## src/common/lp_ctl_pkg.sv

```systemverilog
package lp_ctl_pkg;

    // =====================================================================
    // link timing
    // =====================================================================
    localparam int unsigned CLK_NS       = 100;     // local clock period
    localparam int unsigned STOP_NS      = 2000;    // link idle time that counts as a stopped clock
    // least time, so round up to whole cycles
    localparam int unsigned STOP_CYC     = (STOP_NS + CLK_NS - 1) / CLK_NS;
    localparam logic [7:0]  STOP_CNT     = 8'(STOP_CYC);
    localparam logic [3:0]  MIN_EDGES    = 4'h2;    // stable link cycles around cke edges
    localparam logic [3:0]  EDGE_SAT     = 4'hF;    // saturation of edge counters

    // =====================================================================
    // command encodings on ca[2:0] (bit 0 is ca0)
    // =====================================================================
    localparam logic [2:0]  CA_NOP       = 3'h7;    // cs_n low, ca0..ca2 high
    localparam logic [2:0]  CA_DPD       = 3'h3;    // ca0 high, ca1 high, ca2 low

    // =====================================================================
    // sampler layout
    // =====================================================================
    localparam int unsigned PIN_W        = 7;       // {ck_t, ck_c, cke, cs_n, ca[2:0]}
    localparam int unsigned PIN_CK_T     = 6;
    localparam int unsigned PIN_CK_C     = 5;
    localparam int unsigned PIN_CKE      = 4;
    localparam int unsigned PIN_CS_N     = 3;

    // low-power state of the device
    typedef enum logic [1:0] {
        ST_ACTIVE,
        ST_PD,
        ST_DPD,
        ST_INIT
    } lp_state_t;

endpackage : lp_ctl_pkg

```

## src/common/link_cmd_if.sv

```systemverilog
`timescale 1ns/1ps
interface link_cmd_if;
    logic       rise;   // one-cycle pulse on a filtered ck_t rising edge
    logic       ck_t;   // filtered true clock level
    logic       ck_c;   // filtered complementary clock level
    logic       cke;    // filtered cke, valid with rise
    logic       cs_n;   // filtered chip select, valid with rise
    logic [2:0] ca;     // filtered ca0..ca2, valid with rise

    modport src (output rise, ck_t, ck_c, cke, cs_n, ca);
    modport dst (input  rise, ck_t, ck_c, cke, cs_n, ca);
endinterface : link_cmd_if

```

## src/logic/link_sampler.sv

```systemverilog
`timescale 1ns/1ps
module link_sampler
    import lp_ctl_pkg::*;
(
    // clock and reset
    input  wire logic       clock_i,
    input  wire logic       rst_n_i,
    input  wire logic       ce_i,
    // link pins
    input  wire logic       ck_t_i,
    input  wire logic       ck_c_i,
    input  wire logic       cke_i,
    input  wire logic       cs_n_i,
    input  wire logic [2:0] ca_i,
    // filtered view
    link_cmd_if.src         bus
);
    import lp_ctl_pkg::*;

    logic [PIN_W-1:0] pins;         // raw pin vector
    logic [PIN_W-1:0] sync1_ff;     // first stage, read only by the second
    logic [PIN_W-1:0] sync2_ff;     // second stage
    logic [PIN_W-1:0] sync3_ff;     // third stage
    logic [PIN_W-1:0] filt_ff;      // accepted level
    logic [PIN_W-1:0] nxt_filt;     // level accepted this cycle
    logic             rise_ff;      // ck_t edge pulse

    assign pins = {ck_t_i, ck_c_i, cke_i, cs_n_i, ca_i};

    // =====================================================================
    // three-stage synchroniser
    // =====================================================================
    always_ff @(posedge clock_i or negedge rst_n_i) begin
        if (!rst_n_i) begin
            sync1_ff <= '0;
            sync2_ff <= '0;
            sync3_ff <= '0;
        end else if (ce_i) begin
            sync1_ff <= pins;
            sync2_ff <= sync1_ff;
            sync3_ff <= sync2_ff;
        end
    end

    // =====================================================================
    // per-bit agreement filter
    // =====================================================================
    // a change only counts once stages two and three agree, which hides a
    // metastable settle from the edge detector below
    for (genvar b = 0; b < PIN_W; b++) begin : g_filt
        assign nxt_filt[b] = (sync2_ff[b] == sync3_ff[b]) ? sync3_ff[b] : filt_ff[b];
    end

    // accepted levels and the ck_t rising-edge pulse
    always_ff @(posedge clock_i or negedge rst_n_i) begin
        if (!rst_n_i) begin
            filt_ff <= '0;
            rise_ff <= 1'b0;
        end else if (ce_i) begin
            filt_ff <= nxt_filt;
            rise_ff <= nxt_filt[PIN_CK_T] & ~filt_ff[PIN_CK_T];
        end
    end

    // the command pins are taken with the same filtered vector as the edge
    assign bus.rise = rise_ff;
    assign bus.ck_t = filt_ff[PIN_CK_T];
    assign bus.ck_c = filt_ff[PIN_CK_C];
    assign bus.cke  = filt_ff[PIN_CKE];
    assign bus.cs_n = filt_ff[PIN_CS_N];
    assign bus.ca   = filt_ff[2:0];

endmodule : link_sampler

```

## src/logic/lpddr2_lp_clock_ctl.sv

```systemverilog
`timescale 1ns/1ps
module lpddr2_lp_clock_ctl #(
    parameter int unsigned TXP_CK = 3           // exit delay in link clocks
) (
    // clock and reset
    input  wire logic       clock_i,
    input  wire logic       rst_n_i,
    input  wire logic       ce_i,
    // link pins
    input  wire logic       ck_t_i,
    input  wire logic       ck_c_i,
    input  wire logic       cke_i,
    input  wire logic       cs_n_i,
    input  wire logic [2:0] ca_i,
    // core status from same-clock logic
    input  wire logic       op_busy_i,      // read, write or register access running
    input  wire logic       init_done_i,    // initialization sequence finished
    // state outputs
    output logic            in_dpd_o,
    output logic            pd_o,
    output logic            init_req_o,
    output logic            data_lost_o,
    output logic            ready_o,
    output logic            nop_o,
    output logic            clk_stopped_o,
    output logic            illegal_o,
    output logic            burst_run_o
);
    import lp_ctl_pkg::*;

    localparam logic [3:0] READY_EDGES = 4'(32'(MIN_EDGES) + TXP_CK); // two clocks plus exit delay

    // =====================================================================
    // decode helpers
    // =====================================================================
    function automatic logic is_nop(input logic cs_n, input logic [2:0] ca);
        is_nop = cs_n | (ca == CA_NOP);
    endfunction : is_nop

    function automatic logic is_dpd(input logic cs_n, input logic [2:0] ca);
        is_dpd = ~cs_n & (ca == CA_DPD);
    endfunction : is_dpd

    // =====================================================================
    // sampler
    // =====================================================================
    link_cmd_if u_link ();

    link_sampler u_sampler (
        .clock_i (clock_i),
        .rst_n_i (rst_n_i),
        .ce_i    (ce_i),
        .ck_t_i  (ck_t_i),
        .ck_c_i  (ck_c_i),
        .cke_i   (cke_i),
        .cs_n_i  (cs_n_i),
        .ca_i    (ca_i),
        .bus     (u_link)
    );

    logic       rise;               // edge pulse gated by enable
    logic       cke;                // cke at this edge
    logic       nop_cmd;            // nop encoding seen
    logic       dpd_cmd;            // deep power-down encoding seen
    logic       cke_fall;           // high at last edge, low now
    logic       cke_rise;           // low at last edge, high now
    lp_state_t  state_ff;           // low-power state
    lp_state_t  nxt_state;          // next low-power state
    logic       cke_prev_ff;        // cke taken at previous edge
    logic [7:0] idle_ff;            // local cycles since last link edge
    logic       stopped_ff;         // link clock regarded as stopped
    logic       stop_seen_ff;       // stop happened during current cke-low stretch
    logic [3:0] edges_ff;           // link edges since last stop
    logic [3:0] low_edges_ff;       // link edges since cke fell
    logic       dpd_chk_ff;         // next edge must carry a nop
    logic       ill_set;            // an illegal event this cycle
    logic       ill_clr;            // re-initialization completed
    logic       stop_onset;         // idle counter reaches the stop limit
    logic       ready_ff;
    logic       nop_ff;
    logic       illegal_ff;
    logic       lost_ff;
    logic       burst_ff;
    logic       in_dpd_ff;
    logic       pd_ff;
    logic       init_ff;

    assign rise     = ce_i & u_link.rise;
    assign cke      = u_link.cke;
    assign nop_cmd  = is_nop(u_link.cs_n, u_link.ca);
    assign dpd_cmd  = is_dpd(u_link.cs_n, u_link.ca);
    assign cke_fall = cke_prev_ff & ~cke;
    assign cke_rise = ~cke_prev_ff & cke;
    assign stop_onset = ce_i & ~u_link.rise & ~stopped_ff & (idle_ff == STOP_CNT - 8'h01);

    // =====================================================================
    // low-power state machine
    // =====================================================================
    // a cke fall that is not the deep power-down encoding is treated as a
    // plain power-down hold; self refresh is not modelled here
    always_comb begin
        nxt_state = state_ff;
        if (rise) begin
            case (state_ff)
                ST_ACTIVE: begin
                    if (cke_fall && dpd_cmd) begin
                        nxt_state = ST_DPD;
                    end else if (cke_fall) begin
                        nxt_state = ST_PD;
                    end
                end
                ST_PD: begin
                    if (cke) begin
                        nxt_state = ST_ACTIVE;
                    end
                end
                ST_DPD: begin
                    // only a cke rise leaves; held low keeps us here
                    if (cke) begin
                        nxt_state = ST_INIT;
                    end
                end
                ST_INIT: begin
                    nxt_state = ST_INIT;
                end
                default: begin
                    nxt_state = ST_ACTIVE;
                end
            endcase
        end
        // initialization is owned by the core; only its completion releases us
        if (ce_i && state_ff == ST_INIT && init_done_i) begin
            nxt_state = ST_ACTIVE;
        end
    end

    // state register and decoded state flags
    always_ff @(posedge clock_i or negedge rst_n_i) begin
        if (!rst_n_i) begin
            state_ff  <= ST_ACTIVE;
            in_dpd_ff <= 1'b0;
            pd_ff     <= 1'b0;
            init_ff   <= 1'b0;
        end else if (ce_i) begin
            state_ff  <= nxt_state;
            in_dpd_ff <= (nxt_state == ST_DPD);
            pd_ff     <= (nxt_state == ST_PD);
            init_ff   <= (nxt_state == ST_INIT);
        end
    end

    // =====================================================================
    // link clock watch
    // =====================================================================
    // a stop is only known after STOP_CYC quiet cycles, so checks tied to
    // the stop fire late; that is a limit of sampling the link clock
    always_ff @(posedge clock_i or negedge rst_n_i) begin
        if (!rst_n_i) begin
            idle_ff      <= 8'h00;
            stopped_ff   <= 1'b0;
            stop_seen_ff <= 1'b0;
            edges_ff     <= 4'h0;
            low_edges_ff <= 4'h0;
            cke_prev_ff  <= 1'b0;
        end else if (ce_i) begin
            if (u_link.rise) begin
                idle_ff     <= 8'h00;
                stopped_ff  <= 1'b0;
                cke_prev_ff <= cke;
                if (edges_ff != EDGE_SAT) begin
                    edges_ff <= edges_ff + 4'h1;
                end
                // edges spent at the original rate after cke falls
                if (cke_fall) begin
                    low_edges_ff <= 4'h0;
                end else if (!cke && low_edges_ff != EDGE_SAT) begin
                    low_edges_ff <= low_edges_ff + 4'h1;
                end
                if (cke) begin
                    stop_seen_ff <= 1'b0;
                end
            end else if (stop_onset) begin
                stopped_ff <= 1'b1;
                edges_ff   <= 4'h0;
                if (!cke) begin
                    stop_seen_ff <= 1'b1;
                end
            end else if (!stopped_ff) begin
                idle_ff <= idle_ff + 8'h01;
            end
        end
    end

    // =====================================================================
    // illegal-event detection
    // =====================================================================
    always_comb begin
        ill_set = 1'b0;
        if (rise) begin
            if (dpd_chk_ff && !nop_cmd) begin
                ill_set = 1'b1;
            end
            if (cke_fall && op_busy_i) begin
                ill_set = 1'b1;
            end
            if (cke_rise && stop_seen_ff && edges_ff < MIN_EDGES) begin
                ill_set = 1'b1;
            end
        end
        if (stop_onset) begin
            if (!cke && low_edges_ff < MIN_EDGES) begin
                ill_set = 1'b1;
            end
            if (u_link.ck_t || !u_link.ck_c) begin
                ill_set = 1'b1;
            end
            // refresh is not part of op_busy, so it may keep running
            if (op_busy_i) begin
                ill_set = 1'b1;
            end
        end
        if (ce_i && stopped_ff && cke && !u_link.cs_n) begin
            ill_set = 1'b1;
        end
    end

    // a full re-initialization is the only way out of the illegal flag
    assign ill_clr = ce_i & (state_ff == ST_INIT) & init_done_i;

    // sticky illegal and lost flags, plus the post-entry nop check; a new event wins over the clearing completion
    always_ff @(posedge clock_i or negedge rst_n_i) begin
        if (!rst_n_i) begin
            illegal_ff <= 1'b0;
            lost_ff    <= 1'b0;
            dpd_chk_ff <= 1'b0;
        end else if (ce_i) begin
            illegal_ff <= ill_set | (illegal_ff & ~ill_clr);
            if (nxt_state == ST_DPD && state_ff != ST_DPD) begin
                lost_ff <= 1'b1;
            end else if (ill_clr) begin
                lost_ff <= 1'b0;
            end
            if (rise) begin
                dpd_chk_ff <= (nxt_state == ST_DPD) && (state_ff != ST_DPD);
            end
        end
    end

    // =====================================================================
    // command status outputs
    // =====================================================================
    always_ff @(posedge clock_i or negedge rst_n_i) begin
        if (!rst_n_i) begin
            nop_ff   <= 1'b0;
            burst_ff <= 1'b0;
            ready_ff <= 1'b0;
        end else if (ce_i) begin
            nop_ff   <= rise & nop_cmd & (cke == cke_prev_ff);
            // a nop never touches a running burst
            burst_ff <= op_busy_i;
            // a restart must show MIN_EDGES plus the exit delay first;
            // latency updates after a rate change stay with the core
            ready_ff <= (nxt_state == ST_ACTIVE) && !stopped_ff &&
                        (edges_ff >= READY_EDGES) && !illegal_ff;
        end
    end

    assign in_dpd_o      = in_dpd_ff;
    assign pd_o          = pd_ff;
    assign init_req_o    = init_ff;
    assign data_lost_o   = lost_ff;
    assign ready_o       = ready_ff;
    assign nop_o         = nop_ff;
    assign clk_stopped_o = stopped_ff;
    assign illegal_o     = illegal_ff;
    assign burst_run_o   = burst_ff;
endmodule : lpddr2_lp_clock_ctl

```

## config.mk

```make
export PLATFORM = sky130hd
export DESIGN_NAME = lpddr2_lp_clock_ctl
export DESIGN_NICKNAME = d
export VERILOG_FILES = /design/src/common/lp_ctl_pkg.sv /design/src/common/link_cmd_if.sv /design/src/logic/link_sampler.sv /design/src/logic/lpddr2_lp_clock_ctl.sv
export SDC_FILE = /design/constraint.sdc
export NUM_CORES = 1
export LEC_CHECK = 0
export ABC_CLOCK_PERIOD_IN_PS = 2170
export BUFFER_PORTS_ARGS = -buffer_cell sky130_fd_sc_hd__buf_2
export CORE_MARGIN = 2
export CORE_UTILIZATION = 59
export CTS_CLUSTER_SIZE = 20
export DETAILED_ROUTE_END_ITERATION = 8
export PLACE_DENSITY = 0.77
export SYNTH_ARGS = -nofsm -noshare
export SYNTH_HDL_FRONTEND = slang
export SYNTH_SLANG_ARGS = --single-unit
```

## constraint.sdc

```tcl
create_clock -name clock_i -period 2.17 [get_ports clock_i]
set_input_delay 0.217 -clock clock_i [delete_from_list [all_inputs] [get_ports clock_i]]
set_output_delay 0.217 -clock clock_i [all_outputs]
set_load 0.02 [all_outputs]
```

# Word level (Yosys, flattened, before mapping)
# Cells that the tools add are included.
[totals]
register_bits = 59
latch_bits = 0
ram_bits = 0
rom_bits = 0
input_bits = 12
out_inout_bits = 9
mem_count = 0
[op_classes]
addsub = 3
mul = 0
div_mod_pow = 0
magnitude_cmp = 3
n_eq_ne = 25
shifts = 0
mux = 33
bitwise_logic = 22
n_reduce_logical = 42
[op_table]
columns = ["op", "count"]
rows = [
  ["8-bit 2-to-1 mux", 3],
  ["4-bit 2-to-1 mux", 5],
  ["2-bit AND reduction", 10],
  ["1-bit 2-to-1 mux", 18],
  ["1-bit logical AND", 16],
  ["1-bit bitwise AND", 13],
  ["2-bit 2-to-1 mux", 6],
  ["3-bit AND reduction", 3],
  ["4-bit by 1-bit adder with 4-bit output (second input constant)", 2],
  ["8-bit by 1-bit adder with 8-bit output (second input constant)", 1],
  ["1-bit == test", 8],
  ["2-bit == test (second input constant)", 4],
  ["8-bit by 5-bit == test with 1-bit output (second input constant)", 1],
  ["4-bit by 2-bit < comparator with 1-bit output (second input constant)", 2],
  ["4-bit inequality test (second input constant)", 2],
  ["2-bit one-hot mux with 4 select lines", 1],
  ["1-bit inverter", 7],
  ["1-bit logical NOT", 6],
  ["2-bit by 1-bit inequality test with 1-bit output (second input constant)", 3],
  ["2-bit inequality test (second input constant)", 3],
  ["2-bit nonzero test", 3],
  ["2-bit by 1-bit == test with 1-bit output (second input constant)", 2],
  ["4-bit by 3-bit >= comparator with 1-bit output (second input constant)", 1],
  ["2-bit logical NOT", 2],
  ["5 further kinds", 6],
]

# Logic depth before layout (Yosys ltp)
[depth]
ltp_word = 14
mapped_depth = 8

# Hierarchy
# From an unflattened synthesis, not the netlist that was laid out.
[unflattened]
hier_cells = 255
hier_area_um2 = 2850.2
[modules_own_cells]
columns = ["module", "instances", "cells_per_inst", "area_per_inst_um2"]
rows = [
  ["lpddr2_lp_clock_ctl", 1, 167, 1685.4],
  ["link_sampler", 1, 88, 1164.9],
]

# Worst setup path after synthesis
# Ideal clock, no wire load.
[synth_path]
path_type = "register to register"
start = "reg u_sampler.filt_ff[4]"
end = "reg ready_ff (netlist: ready_o)"
setup_ns = 0.121
t_arrival_ns = 1.555
t_required_ns = 2.049
slack_ns = 0.494
path_stages_with_launch = 8
path_cell_list = "dfrtp_1 buf_2 inv_1 ha_1 clkbuf_1 nand3_1 a32o_1 a22o_1"
[synth_between]
elab_chain_len = 11
elab_cells_between_ends = 14
cone_classes = "mux (7); bitwise (2); reduce/logical (5)"
[synth_lines]
columns = ["element", "line", "rtl"]
rows = [
  ["start, declared", "link_sampler.sv:24", "logic [PIN_W-1:0] filt_ff;"],
  ["start signal, assigned", "link_sampler.sv:60", "filt_ff <= nxt_filt;"],
  ["1-bit inverter", "lpddr2_lp_clock_ctl.sv:92", "assign cke_fall = cke_prev_ff & ~cke;"],
  ["1-bit bitwise AND", "lpddr2_lp_clock_ctl.sv:92", ""],
  ["2-bit 2-to-1 mux or 1-bit logical AND (tied branches)", "lpddr2_lp_clock_ctl.sv:108, lpddr2_lp_clock_ctl.sv:106", ""],
  ["2-bit 2-to-1 mux", "lpddr2_lp_clock_ctl.sv:106", "if (cke_fall && dpd_cmd) begin"],
  ["2-bit one-hot mux with 4 select lines *", "lpddr2_lp_clock_ctl.sv:104", "case (state_ff)"],
  ["2-bit 2-to-1 mux *", "lpddr2_lp_clock_ctl.sv:103", "if (rise) begin"],
  ["2-bit 2-to-1 mux *", "lpddr2_lp_clock_ctl.sv:132", "if (ce_i && state_ff == ST_INIT && init_done_i) begin"],
  ["2-bit logical NOT *", "lpddr2_lp_clock_ctl.sv:263", "ready_ff <= (nxt_state == ST_ACTIVE) && !stopped_ff &&"],
  ["1-bit logical AND * (2 in series)", "lpddr2_lp_clock_ctl.sv:263", ""],
  ["1-bit logical AND *", "lpddr2_lp_clock_ctl.sv:264", "(edges_ff >= READY_EDGES) && !illegal_ff;"],
  ["end signal, assigned", "lpddr2_lp_clock_ctl.sv:263", ""],
  ["end, declared", "lpddr2_lp_clock_ctl.sv:79", "logic ready_ff;"],
]
# Mark *: on every way between the ends. The rest lies on a longest branch, timed or not.
# A chain may end at the register's enable or synchronous reset.

# Final worst setup path
[layout_path]
start = "reg u_sampler.filt_ff[4]"
end = "reg lost_ff (netlist: data_lost_o)"
[layout_between]
elab_chain_len = 11
elab_cells_between_ends = 15
cone_classes = "eq/ne (1); mux (8); bitwise (2); reduce/logical (4)"
[layout_lines]
columns = ["element", "line", "rtl"]
rows = [
  ["1-bit inverter", "lpddr2_lp_clock_ctl.sv:92", ""],
  ["1-bit bitwise AND", "lpddr2_lp_clock_ctl.sv:92", ""],
  ["2-bit 2-to-1 mux or 1-bit logical AND (tied branches)", "lpddr2_lp_clock_ctl.sv:108, lpddr2_lp_clock_ctl.sv:106", ""],
  ["2-bit 2-to-1 mux", "lpddr2_lp_clock_ctl.sv:106", ""],
  ["2-bit one-hot mux with 4 select lines *", "lpddr2_lp_clock_ctl.sv:104", ""],
  ["2-bit 2-to-1 mux *", "lpddr2_lp_clock_ctl.sv:103", ""],
  ["2-bit 2-to-1 mux *", "lpddr2_lp_clock_ctl.sv:132", ""],
  ["2-bit == test *", "lpddr2_lp_clock_ctl.sv:238", "if (nxt_state == ST_DPD && state_ff != ST_DPD) begin"],
  ["1-bit logical AND *", "lpddr2_lp_clock_ctl.sv:238", ""],
  ["2-bit nonzero test (no source line)", "-", ""],
  ["2-bit AND reduction (no source line)", "-", ""],
  ["end signal, assigned", "lpddr2_lp_clock_ctl.sv:234", "lost_ff <= 1'b0;"],
  ["end signal, assigned", "lpddr2_lp_clock_ctl.sv:239", "lost_ff <= 1'b1;"],
  ["end signal, assigned", "lpddr2_lp_clock_ctl.sv:241", "lost_ff <= 1'b0;"],
  ["end, declared", "lpddr2_lp_clock_ctl.sv:82", "logic lost_ff;"],
]
# Marked as above.

==> key figures <==
Synthesis
  • Library cells used by synthesis: 43
  • Synth Area in Simple Gates: approximately 15%
  • Largest family of logic cells by synthesized area: compound AO/OA/AOI/OAI gates
  • Commonest cells post-synth: dfrtp_1 (59), o21ai_0 (34), a21oi_1 (22), nand2_1 (21), inv_1 (17)
  • Compound-gate portion of the synthesized area: between 10% and 20%
  • Flops & latches, synth: 59
  • Synth Area in Adders: between 3 and 4%
  • Top-count cell post-synth: dfrtp_1
  • Cells after Synth: between 200 and 300
  • Synth top area cells: dfrtp_1 (53%), o21ai_0 (6.1%), mux2_2 (6.0%)
  • Syn Std Cell Area: ~2800 sq um
  • Syn. warnings: 0
  • Seq/Total Area, Yosys: 52.8%
  • Post-synth EDFFs: 0
  • Leading area contributor after synthesis: dfrtp_1
  • Xor/xnor share of the synthesized area: 1.25%
  • Top-area cell type share of the netlist area: ~53%
  • Async SR Flop Fraction: 100%
  • Multiplexer share of the synthesized area: 6.40%
  • Top_reg_cell synth: dfrtp_1
  • Average size of a mapped cell: ~10 sq um
  • Syn_nets: roughly 290

Finish
  • NumNets Final: just over 300
  • Inserted Diodes: 0
  • Synth-to-layout area growth: 12.4%
  • Share of cells above drive strength 1: ~20%
  • Sequential cell area: roughly 1500 sq um
  • Fillers: 366
  • Area of the multi-input gates: between 1000 and 1500 sq um

Timing
  • Minimum clock period: about 1.8 ns
  • Final Cycle Share: a little over four fifths
  • Hold WS: roughly 0.11 ns
  • Setup Skew: 0.0101 ns
  • Finish-stage setup viols: 0
  • Worst Slack Setup Final: between 0.3 and 0.4 ns
  • Final Hold Fails: 0
  • Setup_tns: 0 ns
  • Slew headroom: between 60 and 70%
  • Actual slew at the worst max-slew pin: between 0.4 and 0.5 ns
  • Maximum clock rate: about 550 MHz
  • RSZ-0062 raised after global routing: no
  • Slew Viols, Final: 0

Placed design
  • Final HPWL DP: 3.83 mm
  • Pre-CTS setup slack: 0.397 ns
  • GP Congestion: 0.839
  • PortBufs: 20

Setup path
  • Critical-path top delay cell: dfrtp_1
  • Critical Path Fanout Max: 11
  • Critical Path RT: roughly 2.4 ns
  • Startpoint type of the worst setup path: register
  • CP max stage delay: ~0.50 ns
  • Worst Setup EP: data_lost_o
  • Critical path cell sequence: inv_1 -> ha_1 -> nand3_1 -> nor2_1 -> a21oi_1 -> a41oi_1
  • Worst setup startpoint: u_sampler.filt_ff[4]
  • R2r setup slk: 0.35 ns
  • Worst r2r path cells: 6
  • Crit Path Class: reg2reg
  • Worst EP arrival: between 2 and 2.5 ns
  • Critical path capture point type: register
  • Reg2reg start: u_sampler.filt_ff[4]
  • R2R Path End: data_lost_o

Run
  • Total of max-cap violations: 0

Worst hold path
  • Worst Hold Class: in2reg
  • Hold depth: 2

Route
  • Total routed wirelength: ~5.4 mm
  • Iteration-0 DRC Markers: 119
  • TritonRoute pass-1 iters: 4
  • Wire per inst: 15.6 microns
  • Vias per cell: 5.93
  • DR vias: 2076
  • Post-route ant nets: 0
  • DRC Markers: 0

Die
  • Placeable core area: approximately 4600 sq um
  • DIE AREA: around 5300 sq um
  • Chip Width: ~73 microns
  • Rows: 25
  • Ports: 21
  • Starting Density: roughly three fifths
  • Die outline height: 72.8 microns

GRT
  • Pin count of the biggest net entering global routing: 35
  • Vias in the first global route: 1920
  • Initial antenna violation count: 0
  • Total congestion overflow: 0
  • Total global-route track usage: between 20% and 30%
  • First-pass GRT wire length: between 9 and 10 mm

Clocking
  • CTS Buf Count: 9
  • H-tree levels: 3
  • Number of setup buffers added after CTS: 0
  • Clock slew at reported path FFs: about 0.070 ns
  • Latest clock arrival within the worst-skew pair: between 0.3 and 0.4 ns
  • TritonCTS clock tree: yes
  • CTS max path bufs: 2
  • Clock sink total: 59
  • Root buffer cell: clkbuf_8

Power
  • Lkg Pwr: 0.00145 uW
  • PwrDens: 1130 nW/um^2
  • Maximum VDD drop: approximately 0.6 mV

Run status
  • Status: finished clean
## sequential cells by signal, summed over array words and instances (netlist names), 2 cells and up
name	cells
u_sampler.sync3_ff	7
u_sampler.sync1_ff	7
u_sampler.sync2_ff	7
low_edges_ff	4
u_sampler.filt_ff	7
edges_ff	4
idle_ff	8
state_ff	2
## cells in the final DEF (no fill, tap or decap), drive strengths merged, types with 4 or more instances in the layout
cell    count
a21oi      22
mux2       15
o211ai      4
a22o        5
buf        24
a31oi       6
nand2      21
ha          7
or3         5
nor2        9
clkbuf      9
o21ai      34
nand4       5
dfrtp      59
clkinv      5
nand3      10
inv        17
## through the flow
step	area, sq um	std cells	util [%]	power (uW)
floorplan	2800	269	-	2210
global placement	2920	333	63.0	2410
detailed placement	2920	333	63.0	2470
CTS	3140	350	67.9	3560
global route	3140	350	67.9	3790
finish	3140	350	67.9	3540
## where the power goes
group          internal [uW]  switching, uW
Clock                    643            440
Sequential              1360            298
Combinational            352            446
Total                   2360           1180
## logic make-up after synthesis
group / after synthesis
simple gates: 72
fa+ha+maj: 7
xor+xnor: 4
mux: 16
compound gates: 80
flops: 59
buf+inv: 31
## routing by layer
layer / global-route usage (%) / vias up / wire [microns]
met1: 32.2 / 989 / 2490
met3: 7.46 / 15 / 243
met4: 10.1 / 0 / 130
met2: 36.2 / 58 / 2580
met5: 0 / - / 0
li1: - / 1014 / -
## worst max-delay path: cells and delay by family (launching register included)
| family | cells | cell delay, ns |
|---|---|---|
| flops | 1 | 0.50 |
| fa+ha+maj | 1 | 0.39 |
| simple gates | 2 | 0.39 |
| compound gates | 2 | 0.25 |
| buf+inv | 1 | 0.20 |
## worst min-delay path by stage
stage / startpoint / to / slack (ns)
global route: ca_i[0] / u_sampler.sync1_ff[0] / 0.09
CTS: ca_i[2] / u_sampler.sync1_ff[2] / 0.10
finish: cs_n_i / u_sampler.sync1_ff[3] / 0.11
detailed placement: rst_n_i / data_lost_o / 0.03
global placement: rst_n_i / in_dpd_o / 0.03
floorplan: rst_n_i / burst_run_o / -0.08
## layout make-up
cell class	instances	share of cell area [%]
multi-input combinational	179	37.5
inverter	17	2.03
sequential	59	47.0
timing repair buffer	25	4.46
clock inverter	7	2.95
clock buffer	9	3.94
tap	54	2.15
## repair_timing
item / CTS / global route
endpoints found under the hold margin: 59 / 0
setup endpoints to repair: 0 / 0
resized for setup: 0 / 0
hold buffers: 1 / 0
Power figures use the tool's default switching activity.
